==> config.mk <==
export PLATFORM = sky130hd
export DESIGN_NAME = external_peripheral_apb_port
export DESIGN_NICKNAME = d
export VERILOG_FILES = /design/src/epw_pkg.sv /design/src/epw_mode_tracker.sv /design/src/external_peripheral_apb_port.sv
export SDC_FILE = /design/constraint.sdc
export NUM_CORES = 1
export LEC_CHECK = 0
export BUFFER_PORTS_ARGS = -buffer_cell sky130_fd_sc_hd__clkbuf_2
export CAP_MARGIN = 40
export CORE_ASPECT_RATIO = 0.5
export CORE_UTILIZATION = 30
export CTS_BUF_LIST = sky130_fd_sc_hd__clkbuf_16
export DETAILED_ROUTE_END_ITERATION = 8
export RECOVER_POWER = 100
export SLEW_MARGIN = 20
export SYNTH_ARGS = -nofsm -noshare
export SYNTH_HDL_FRONTEND = slang
export SYNTH_SLANG_ARGS = --single-unit
export TNS_END_PERCENT = 20
==> constraint.sdc <==
create_clock -name pclk -period 4 [get_ports pclk]
set_input_delay 0.8 -clock pclk [delete_from_list [all_inputs] [get_ports pclk]]
set_output_delay 0.8 -clock pclk [all_outputs]
set_load 0.005 [all_outputs]
==> src/epw_pkg.sv <==
// constants, state encodings and carrier structs of the external peripheral window bridge
// assumes a single processor clock domain; no module of its own lives here
package epw_pkg;

  ////////////////////////////////////////////////////////////////////////////////
  // address window and transfer limits
  localparam logic [31:0] WIN_BASE   = 32'he0040000; // first byte of the window
  localparam logic [31:0] WIN_LAST   = 32'he00fffff; // last byte of the window
  localparam int          PADDR_W    = 20;           // address bits that decode the window
  localparam logic [1:0]  SIZE_WORD  = 2'h2;         // size code of a 32-bit access
  localparam logic [1:0]  ALIGN_WORD = 2'h0;         // low address bits of an aligned word
  localparam logic [31:0] DATA_ZERO  = 32'h00000000; // read data of a refused or write access

  ////////////////////////////////////////////////////////////////////////////////
  // bridge sequencer states
  typedef enum logic [1:0] {
    ST_IDLE   = 2'b00, // waiting for a request
    ST_SETUP  = 2'b01, // apb setup phase
    ST_ACCESS = 2'b10, // apb access phase, waiting on pready
    ST_DONE   = 2'b11  // answer shown to the requester for one cycle
  } br_state_t;

  ////////////////////////////////////////////////////////////////////////////////
  // carriers
  typedef struct packed {
    logic [31:0] addr;      // full byte address
    logic [31:0] wdata;     // write word, register value
    logic        write;     // 1 write, 0 read
    logic [1:0]  size;      // 0 byte, 1 halfword, 2 word
    logic        src_local; // 1 when issued by the local core
  } req_t;

  typedef struct packed {
    logic [31:0] rdata;     // read word
    logic        err;       // access refused or slave error
  } rsp_t;

  typedef struct packed {
    logic               psel;
    logic               penable;
    logic               pwrite;
    logic [PADDR_W-1:0] paddr;
    logic [31:0]        pwdata;
  } apb_req_t;

  typedef struct packed {
    logic [31:0] prdata;
    logic        pready;
    logic        pslverr;
  } apb_rsp_t;

  typedef struct packed {
    logic handler;    // 1 handler mode, 0 thread mode
    logic privileged; // current code is privileged
  } mode_state_t;

endpackage

==> src/epw_mode_tracker.sv <==
// thread / handler mode state and the privilege level that the window checks
// assumes exception entry and return arrive as one-cycle pulses on pclk
`timescale 1ns/10ps
module epw_mode_tracker (
  input  wire logic pclk,
  input  wire logic presetn,
  input  wire logic clk_en,
  input  wire logic exc_take,      // exception taken, one-cycle pulse
  input  wire logic exc_return,    // exception return, one-cycle pulse
  input  wire logic thread_unpriv, // thread code runs unprivileged
  output logic      handler_mode,  // registered mode
  output logic      privileged     // registered privilege
);

  epw_pkg::mode_state_t m_q; // all state
  epw_pkg::mode_state_t m_d; // next state

  ////////////////////////////////////////////////////////////////////////////////
  // next mode; a take in the same cycle as a return wins (tail chain)
  always_comb begin
    m_d = m_q;
    if (exc_take) begin
      m_d.handler = 1'b1;
    end else if (exc_return) begin
      m_d.handler = 1'b0;
    end
    // handler code is always privileged, thread code follows its control bit
    m_d.privileged = m_d.handler | ~thread_unpriv;
  end

  ////////////////////////////////////////////////////////////////////////////////
  // state register; reset lands in privileged thread mode
  always_ff @(posedge pclk or negedge presetn) begin
    if (!presetn) begin
      m_q.handler    <= 1'b0;
      m_q.privileged <= 1'b1;
    end else if (clk_en) begin
      m_q <= m_d;
    end
  end

  assign handler_mode = m_q.handler;
  assign privileged   = m_q.privileged;
endmodule

==> src/external_peripheral_apb_port.sv <==
// apb master port of the external peripheral window, core and debug requesters
// assumes requesters hold a request until its done pulse and drop it at that edge
//
// What this block does
// window accesses from core and debug go to apb
// core wins over debug, debug waits
// only window decode address bits reach apb
// unprivileged accesses never reach the peripherals
// words pass unchanged, little-endian, no swapping
// one transfer at a time, no buffering
// requesters never issue unaligned window accesses
// only word accesses are carried
// only local core and debug port admitted
// agent sets global trace enable before trace
// reset and exception return enter thread mode
// exceptions enter handler mode, always privileged
// refused accesses answer error, no bus transfer
`timescale 1ns/10ps
module external_peripheral_apb_port (
  input  wire logic              pclk,
  input  wire logic              presetn,
  input  wire logic              clk_en,         // freezes all state while low
  // core data requester
  input  wire logic              core_req_valid, // level, held until core_done
  input  wire epw_pkg::req_t     core_req,
  output logic                   core_done,      // one-cycle answer pulse
  // debug access port requester
  input  wire logic              dbg_req_valid,  // level, held until dbg_done
  input  wire epw_pkg::req_t     dbg_req,
  output logic                   dbg_done,       // one-cycle answer pulse
  // answer shared by both requesters, valid with either done
  output epw_pkg::rsp_t          rsp,
  // mode events from the exception logic
  input  wire logic              exc_take,
  input  wire logic              exc_return,
  input  wire logic              thread_unpriv,
  output logic                   handler_mode,
  // apb master
  output epw_pkg::apb_req_t      apb_out,
  input  wire epw_pkg::apb_rsp_t apb_in
);

  ////////////////////////////////////////////////////////////////////////////////
  // state of the bridge as one record
  typedef struct packed {
    epw_pkg::br_state_t state;     // sequencer state
    logic               owner_dbg; // transfer in flight belongs to debug
    logic               core_done; // answer pulse to the core
    logic               dbg_done;  // answer pulse to debug
    epw_pkg::rsp_t      rsp;       // latched answer
    epw_pkg::apb_req_t  apb;       // apb request signals
  } bridge_state_t;

  bridge_state_t s_q;    // registered state
  bridge_state_t s_d;    // next state
  logic core_priv;       // privilege of the core right now
  logic core_in_win;     // core address inside the window
  logic dbg_in_win;      // debug address inside the window
  logic core_ok;         // core request passes every limit
  logic dbg_ok;          // debug request passes every limit

  ////////////////////////////////////////////////////////////////////////////////
  // mode tracker supplies the core privilege level
  epw_mode_tracker u_mode (
    .pclk          (pclk),
    .presetn       (presetn),
    .clk_en        (clk_en),
    .exc_take      (exc_take),
    .exc_return    (exc_return),
    .thread_unpriv (thread_unpriv),
    .handler_mode  (handler_mode),
    .privileged    (core_priv)
  );

  ////////////////////////////////////////////////////////////////////////////////
  // window decode and access limits
  function automatic logic in_window(input logic [31:0] a);
    in_window = (a >= epw_pkg::WIN_BASE) && (a <= epw_pkg::WIN_LAST);
  endfunction

  // word size and word alignment; an unaligned request is refused outright
  function automatic logic word_shape(input epw_pkg::req_t r);
    word_shape = (r.size == epw_pkg::SIZE_WORD)
               && (r.addr[1:0] == epw_pkg::ALIGN_WORD);
  endfunction

  always_comb begin
    core_in_win = in_window(core_req.addr);
    dbg_in_win  = in_window(dbg_req.addr);
    // core must be privileged and be the local processor
    core_ok = core_in_win && word_shape(core_req)
            && core_priv
            && core_req.src_local;
    // the debug port is always privileged and admitted whatever its source flag
    dbg_ok  = dbg_in_win && word_shape(dbg_req);
  end

  ////////////////////////////////////////////////////////////////////////////////
  // sequencer: pick, setup, access, answer
  always_comb begin
    s_d           = s_q;
    s_d.core_done = 1'b0;
    s_d.dbg_done  = 1'b0;
    case (s_q.state)
      epw_pkg::ST_IDLE: begin
        // core is looked at first; debug only when the core is quiet
        if (core_req_valid) begin
          s_d.owner_dbg = 1'b0;
          if (core_ok) begin
            s_d.state       = epw_pkg::ST_SETUP;
            s_d.apb.psel    = 1'b1;
            s_d.apb.pwrite  = core_req.write;
            // only the decode bits of the window go out
            s_d.apb.paddr   = core_req.addr[epw_pkg::PADDR_W-1:0];
            // the word is the register value; no lane swap whatever the core endianness
            s_d.apb.pwdata  = core_req.wdata;
          end else begin
            // refused: answer at once with an error, bus left alone
            s_d.state       = epw_pkg::ST_DONE;
            s_d.core_done   = 1'b1;
            s_d.rsp.err     = 1'b1;
            s_d.rsp.rdata   = epw_pkg::DATA_ZERO;
          end
        end else if (dbg_req_valid) begin
          s_d.owner_dbg = 1'b1;
          if (dbg_ok) begin
            s_d.state       = epw_pkg::ST_SETUP;
            s_d.apb.psel    = 1'b1;
            s_d.apb.pwrite  = dbg_req.write;
            s_d.apb.paddr   = dbg_req.addr[epw_pkg::PADDR_W-1:0];
            s_d.apb.pwdata  = dbg_req.wdata;
          end else begin
            s_d.state       = epw_pkg::ST_DONE;
            s_d.dbg_done    = 1'b1;
            s_d.rsp.err     = 1'b1;
            s_d.rsp.rdata   = epw_pkg::DATA_ZERO;
          end
        end
      end
      epw_pkg::ST_SETUP: begin
        // setup lasts exactly one cycle
        s_d.state       = epw_pkg::ST_ACCESS;
        s_d.apb.penable = 1'b1;
      end
      epw_pkg::ST_ACCESS: begin
        // hold everything until the slave is ready
        if (apb_in.pready) begin
          s_d.state       = epw_pkg::ST_DONE;
          s_d.apb.psel    = 1'b0;
          s_d.apb.penable = 1'b0;
          s_d.rsp.err     = apb_in.pslverr;
          // read data passes in bus byte order, untouched
          s_d.rsp.rdata   = s_q.apb.pwrite ? epw_pkg::DATA_ZERO : apb_in.prdata;
          s_d.core_done   = ~s_q.owner_dbg;
          s_d.dbg_done    = s_q.owner_dbg;
        end
      end
      epw_pkg::ST_DONE: begin
        // one idle cycle lets the requester drop its request; nothing is queued
        s_d.state = epw_pkg::ST_IDLE;
      end
      default: begin
        s_d.state = epw_pkg::ST_IDLE;
      end
    endcase
  end

  ////////////////////////////////////////////////////////////////////////////////
  // state register, frozen while clk_en is low
  always_ff @(posedge pclk or negedge presetn) begin
    if (!presetn) begin
      s_q.state       <= epw_pkg::ST_IDLE;
      s_q.owner_dbg   <= 1'b0;
      s_q.core_done   <= 1'b0;
      s_q.dbg_done    <= 1'b0;
      s_q.rsp.rdata   <= epw_pkg::DATA_ZERO;
      s_q.rsp.err     <= 1'b0;
      s_q.apb.psel    <= 1'b0;
      s_q.apb.penable <= 1'b0;
      s_q.apb.pwrite  <= 1'b0;
      s_q.apb.paddr   <= '0;
      s_q.apb.pwdata  <= epw_pkg::DATA_ZERO;
    end else if (clk_en) begin
      s_q <= s_d;
    end
  end

  ////////////////////////////////////////////////////////////////////////////////
  // outputs straight from the state record
  assign core_done = s_q.core_done;
  assign dbg_done  = s_q.dbg_done;
  assign rsp       = s_q.rsp;
  assign apb_out   = s_q.apb;
endmodule

==> summary.md <==
| Metric | Value |
|---|---|
| Worst EP required | 4.23 ns |
| Critical-path cell list | clkbuf_2, clkbuf_2, a311oi_4, buf_4, mux2_2 |
| Most frequent CP cell | clkbuf_2 |
| Clk Latency, worst-skew pair | 0.35 ns |
| Via count | 3737 |
| CTS tree | built |
| Post-CTS resize count | 0 |
| Final Non-Filler Cells | 884 |
| Slew @ Worst Pin | 1.41 ns |
| CTS sink cnt | 95 |
| DRT antenna net count | 0 |
| Final Cell Area | 6500 sq um |
| Buf/Inv on CP | 3 |
| Num rows | 34 |
| Average cell area after synthesis | 11.8 sq um |
| Initial antenna violation count | 0 |
| Critical path type | in -> reg |
| Synth Warn # | 0 |
| CP peak stage delay | 0.74 ns |
| Final net count | 826 |
| Routed wire per std cell | 13.6 um |
| Placed inst area | 6430 sq um |
| Core footprint | 17700 sq um |
| Netlist cell types | 36 |
| Slew HR | 6.10% |
| Vias in the first global route | 3950 |
| Area delta synth->final | 17.5% |
| TritonRoute pass-1 iters | 4 |
| Die width | 194 um |
| TNS Setup | 0 ns |
| Final period util | 75.9% |
| Clk root buf | clkbuf_16 |
| Hold Buf Count CTS | 0 |
| Setup-failing EPs final | 0 |
| Number of fill cells | 1847 |
| Min Tclk post-route | 3.04 ns |
| Hold Crit Class | in -> async |
| Post-CTS setup buffer count | 0 |
| Synth Cell Area | 5530 sq um |
| Peak VDD IR | 0.186 mV |
| Dpl cells | 868 |
| Antenna diodes | 0 |
| Max H-tree Level | 3 |
| Crit-path leading delay family | buffers and inverters |
| All-Layer GR Usage | 13.2% |
| Maxcap violations | 0 |
| Clock tree buffer depth | 2 |
| Number of synthesized register bits | 95 |
| Pwr Density | 463 nW/um^2 |
| Vias per cell | 4.23 |
| Arrival time of the worst setup path | 3.27 ns |
| Crit path capture type | register |
| Starting density of the core | 31.2% |
| Initial DRC count | 78 |
| Pin count of the biggest net entering global routing | 58 |
| Share of post-route cells with drive strength above 1 | 44.8% |
| Num CTS Buffers | 9 |
| Worst-path fanout max | 57 |
| DIE HEIGHT | 98.0 um |
| CP max-delay cell | clkbuf_2 |
| RSZ-0062 raised after global routing | false |
| Final slew viol count | 0 |
| Clock transition at path regs | 0.07 ns |
| Io pins | 269 |
| Seq/Total Area, Yosys | 43.0% |
| Syn Nets | 648 |
| Total leakage power | 3.37 nW |
| Fin. Hold Viols | 0 |
| Tot Pwr | 0.00301 W |
| PortBufs | 267 |
| Drt total wl | 12.1 mm |
| Die ar. | 19000 sq um |
| HPWL Detailed | 9.26 mm |
| First-pass GRT wire length | 19.9 mm |
| Grt ovf | 0 |
| Setup crit start kind | input pin |
| DRC | 0 |
| GP Congestion | 0.862 |
| Clock Skews | 0.0115 ns |
| Status | finished, final reports clean |
| Max Freq | 0.329 GHz |
| Synth Instances | 467 |
[stage by stage]
stage                     hold WS, ns  util (%)  setup slack (ns)
after floorplan                 0.455         -              1.64
after global placement          0.466      36.2             0.972
after detailed placement        0.468      36.4             0.978
after CTS                       0.485      38.2              1.15
after global routing            0.515      36.7             0.771
final                           0.479      36.7             0.964
[registers in the layout (all words and copies together) (netlist names)]
name and count:
apb_out 55, core_done 1, dbg_done 1, rsp 33, s_q 3, u_mode.handler_mode 1, u_mode.privileged 1
[cells in the mapped netlist, drive strengths merged]
library cell | number | area [sq um]
mux2 | 104 | 1350
inv | 38 | 143
nor4bb | 1 | 10.0
a311oi | 1 | 26.3
nand4 | 1 | 6.26
o21a | 1 | 7.51
o21ai | 6 | 30.0
o221ai | 4 | 35.0
nor3 | 3 | 15.0
nor4b | 2 | 17.5
ha | 3 | 37.5
a22oi | 1 | 21.3
nand3 | 1 | 5.00
mux2i | 32 | 320
dfrtp | 94 | 2350
nand2b | 2 | 12.5
and3 | 1 | 6.26
a21oi | 1 | 5.00
o21bai | 1 | 7.51
nand3b | 1 | 7.51
a41oi | 1 | 8.76
a22o | 1 | 8.76
nor4 | 4 | 40.0
nand4b | 3 | 26.3
a31oi | 1 | 6.26
a32o | 1 | 10.0
dfstp | 1 | 26.3
and2 | 2 | 12.5
clkbuf | 10 | 37.5
buf | 97 | 754
nand2 | 41 | 154
nor2 | 7 | 26.3
[cell type report]
type                    instances  area (sq um)  area share, %
clock buffers                   9           225           3.47
clock inverters                 7          97.6           1.50
inverters                      38           143           2.20
multi-input cells             227          2040           31.4
flip-flops and latches         95          2380           36.6
well taps                     234           293           4.51
repair buffers                274          1320           20.4
[layer usage]
layer	vias up	routed length (um)	share of wire (%)	track usage (%)
met2	81	6340	53	24.4
met3	16	408	3.4	3.42
met1	1811	5120	42	15.0
met5	-	0	0	0
met4	0	186	1.5	3.60
li1	1829	-	-	-
[cell usage in the layout (no fill, tap or decap), types with 2 or more instances in the layout]
| cell type | synthesis | routed |
|---|---|---|
| clkbuf_2 | 0 | 210 |
| dfrtp_1 | 94 | 94 |
| clkbuf_1 | 10 | 59 |
| mux2_2 | 56 | 55 |
| mux2_1 | 0 | 49 |
| nand2_1 | 41 | 41 |
| inv_1 | 38 | 38 |
| mux2i_1 | 32 | 32 |
| clkbuf_16 | 0 | 9 |
| nor2_1 | 7 | 6 |
| o21ai_0 | 6 | 6 |
| o221ai_1 | 4 | 4 |
| buf_4 | 88 | 4 |
| nor3_1 | 3 | 3 |
| nand4b_1 | 3 | 3 |
| nor4_1 | 3 | 3 |
| ha_1 | 3 | 3 |
| nand2b_1 | 2 | 2 |
| and2_1 | 2 | 2 |
| nor4b_1 | 2 | 2 |
| clkinvlp_4 | 0 | 2 |
| clkinv_4 | 0 | 2 |
| bufinv_16 | 0 | 2 |
[power by group]
group / internal [W] / leakage (nW) / switching [W] / total, W
combinational: 0.000396 / 1.92 / 0.000432 / 0.000828
sequential: 0.00115 / 1.29 / 0.000101 / 0.00125
clock: 0.000549 / 0.152 / 0.000382 / 0.000931
total: 0.00210 / 3.37 / 0.000915 / 0.00301
[worst paths after layout]
path / from / to / slack [ns] / depth (start not counted)
min reg2reg: core_done / core_done / 0.48 / 1
max: core_req_valid / rsp[0] / 0.96 / 5
max in group asynchronous: presetn / rsp[11] / 1.91 / 2
min: presetn / apb_out[3] / 0.48 / 1
min in group pclk: core_done / core_done / 0.48 / 1
max reg2reg: s_q[91] / rsp[0] / 1.17 / 8
[cells by family after synthesis]
group	share of synthesized area [%]
AO/OA/AOI/OAI	3.01
adder cells (fa/ha/maj)	0.679
buffers and inverters	16.9
flip-flops	43.0
multiplexers	30.2
AND/OR/NAND/NOR	6.13
No activity file was read; power rests on OpenSTA's default activity.
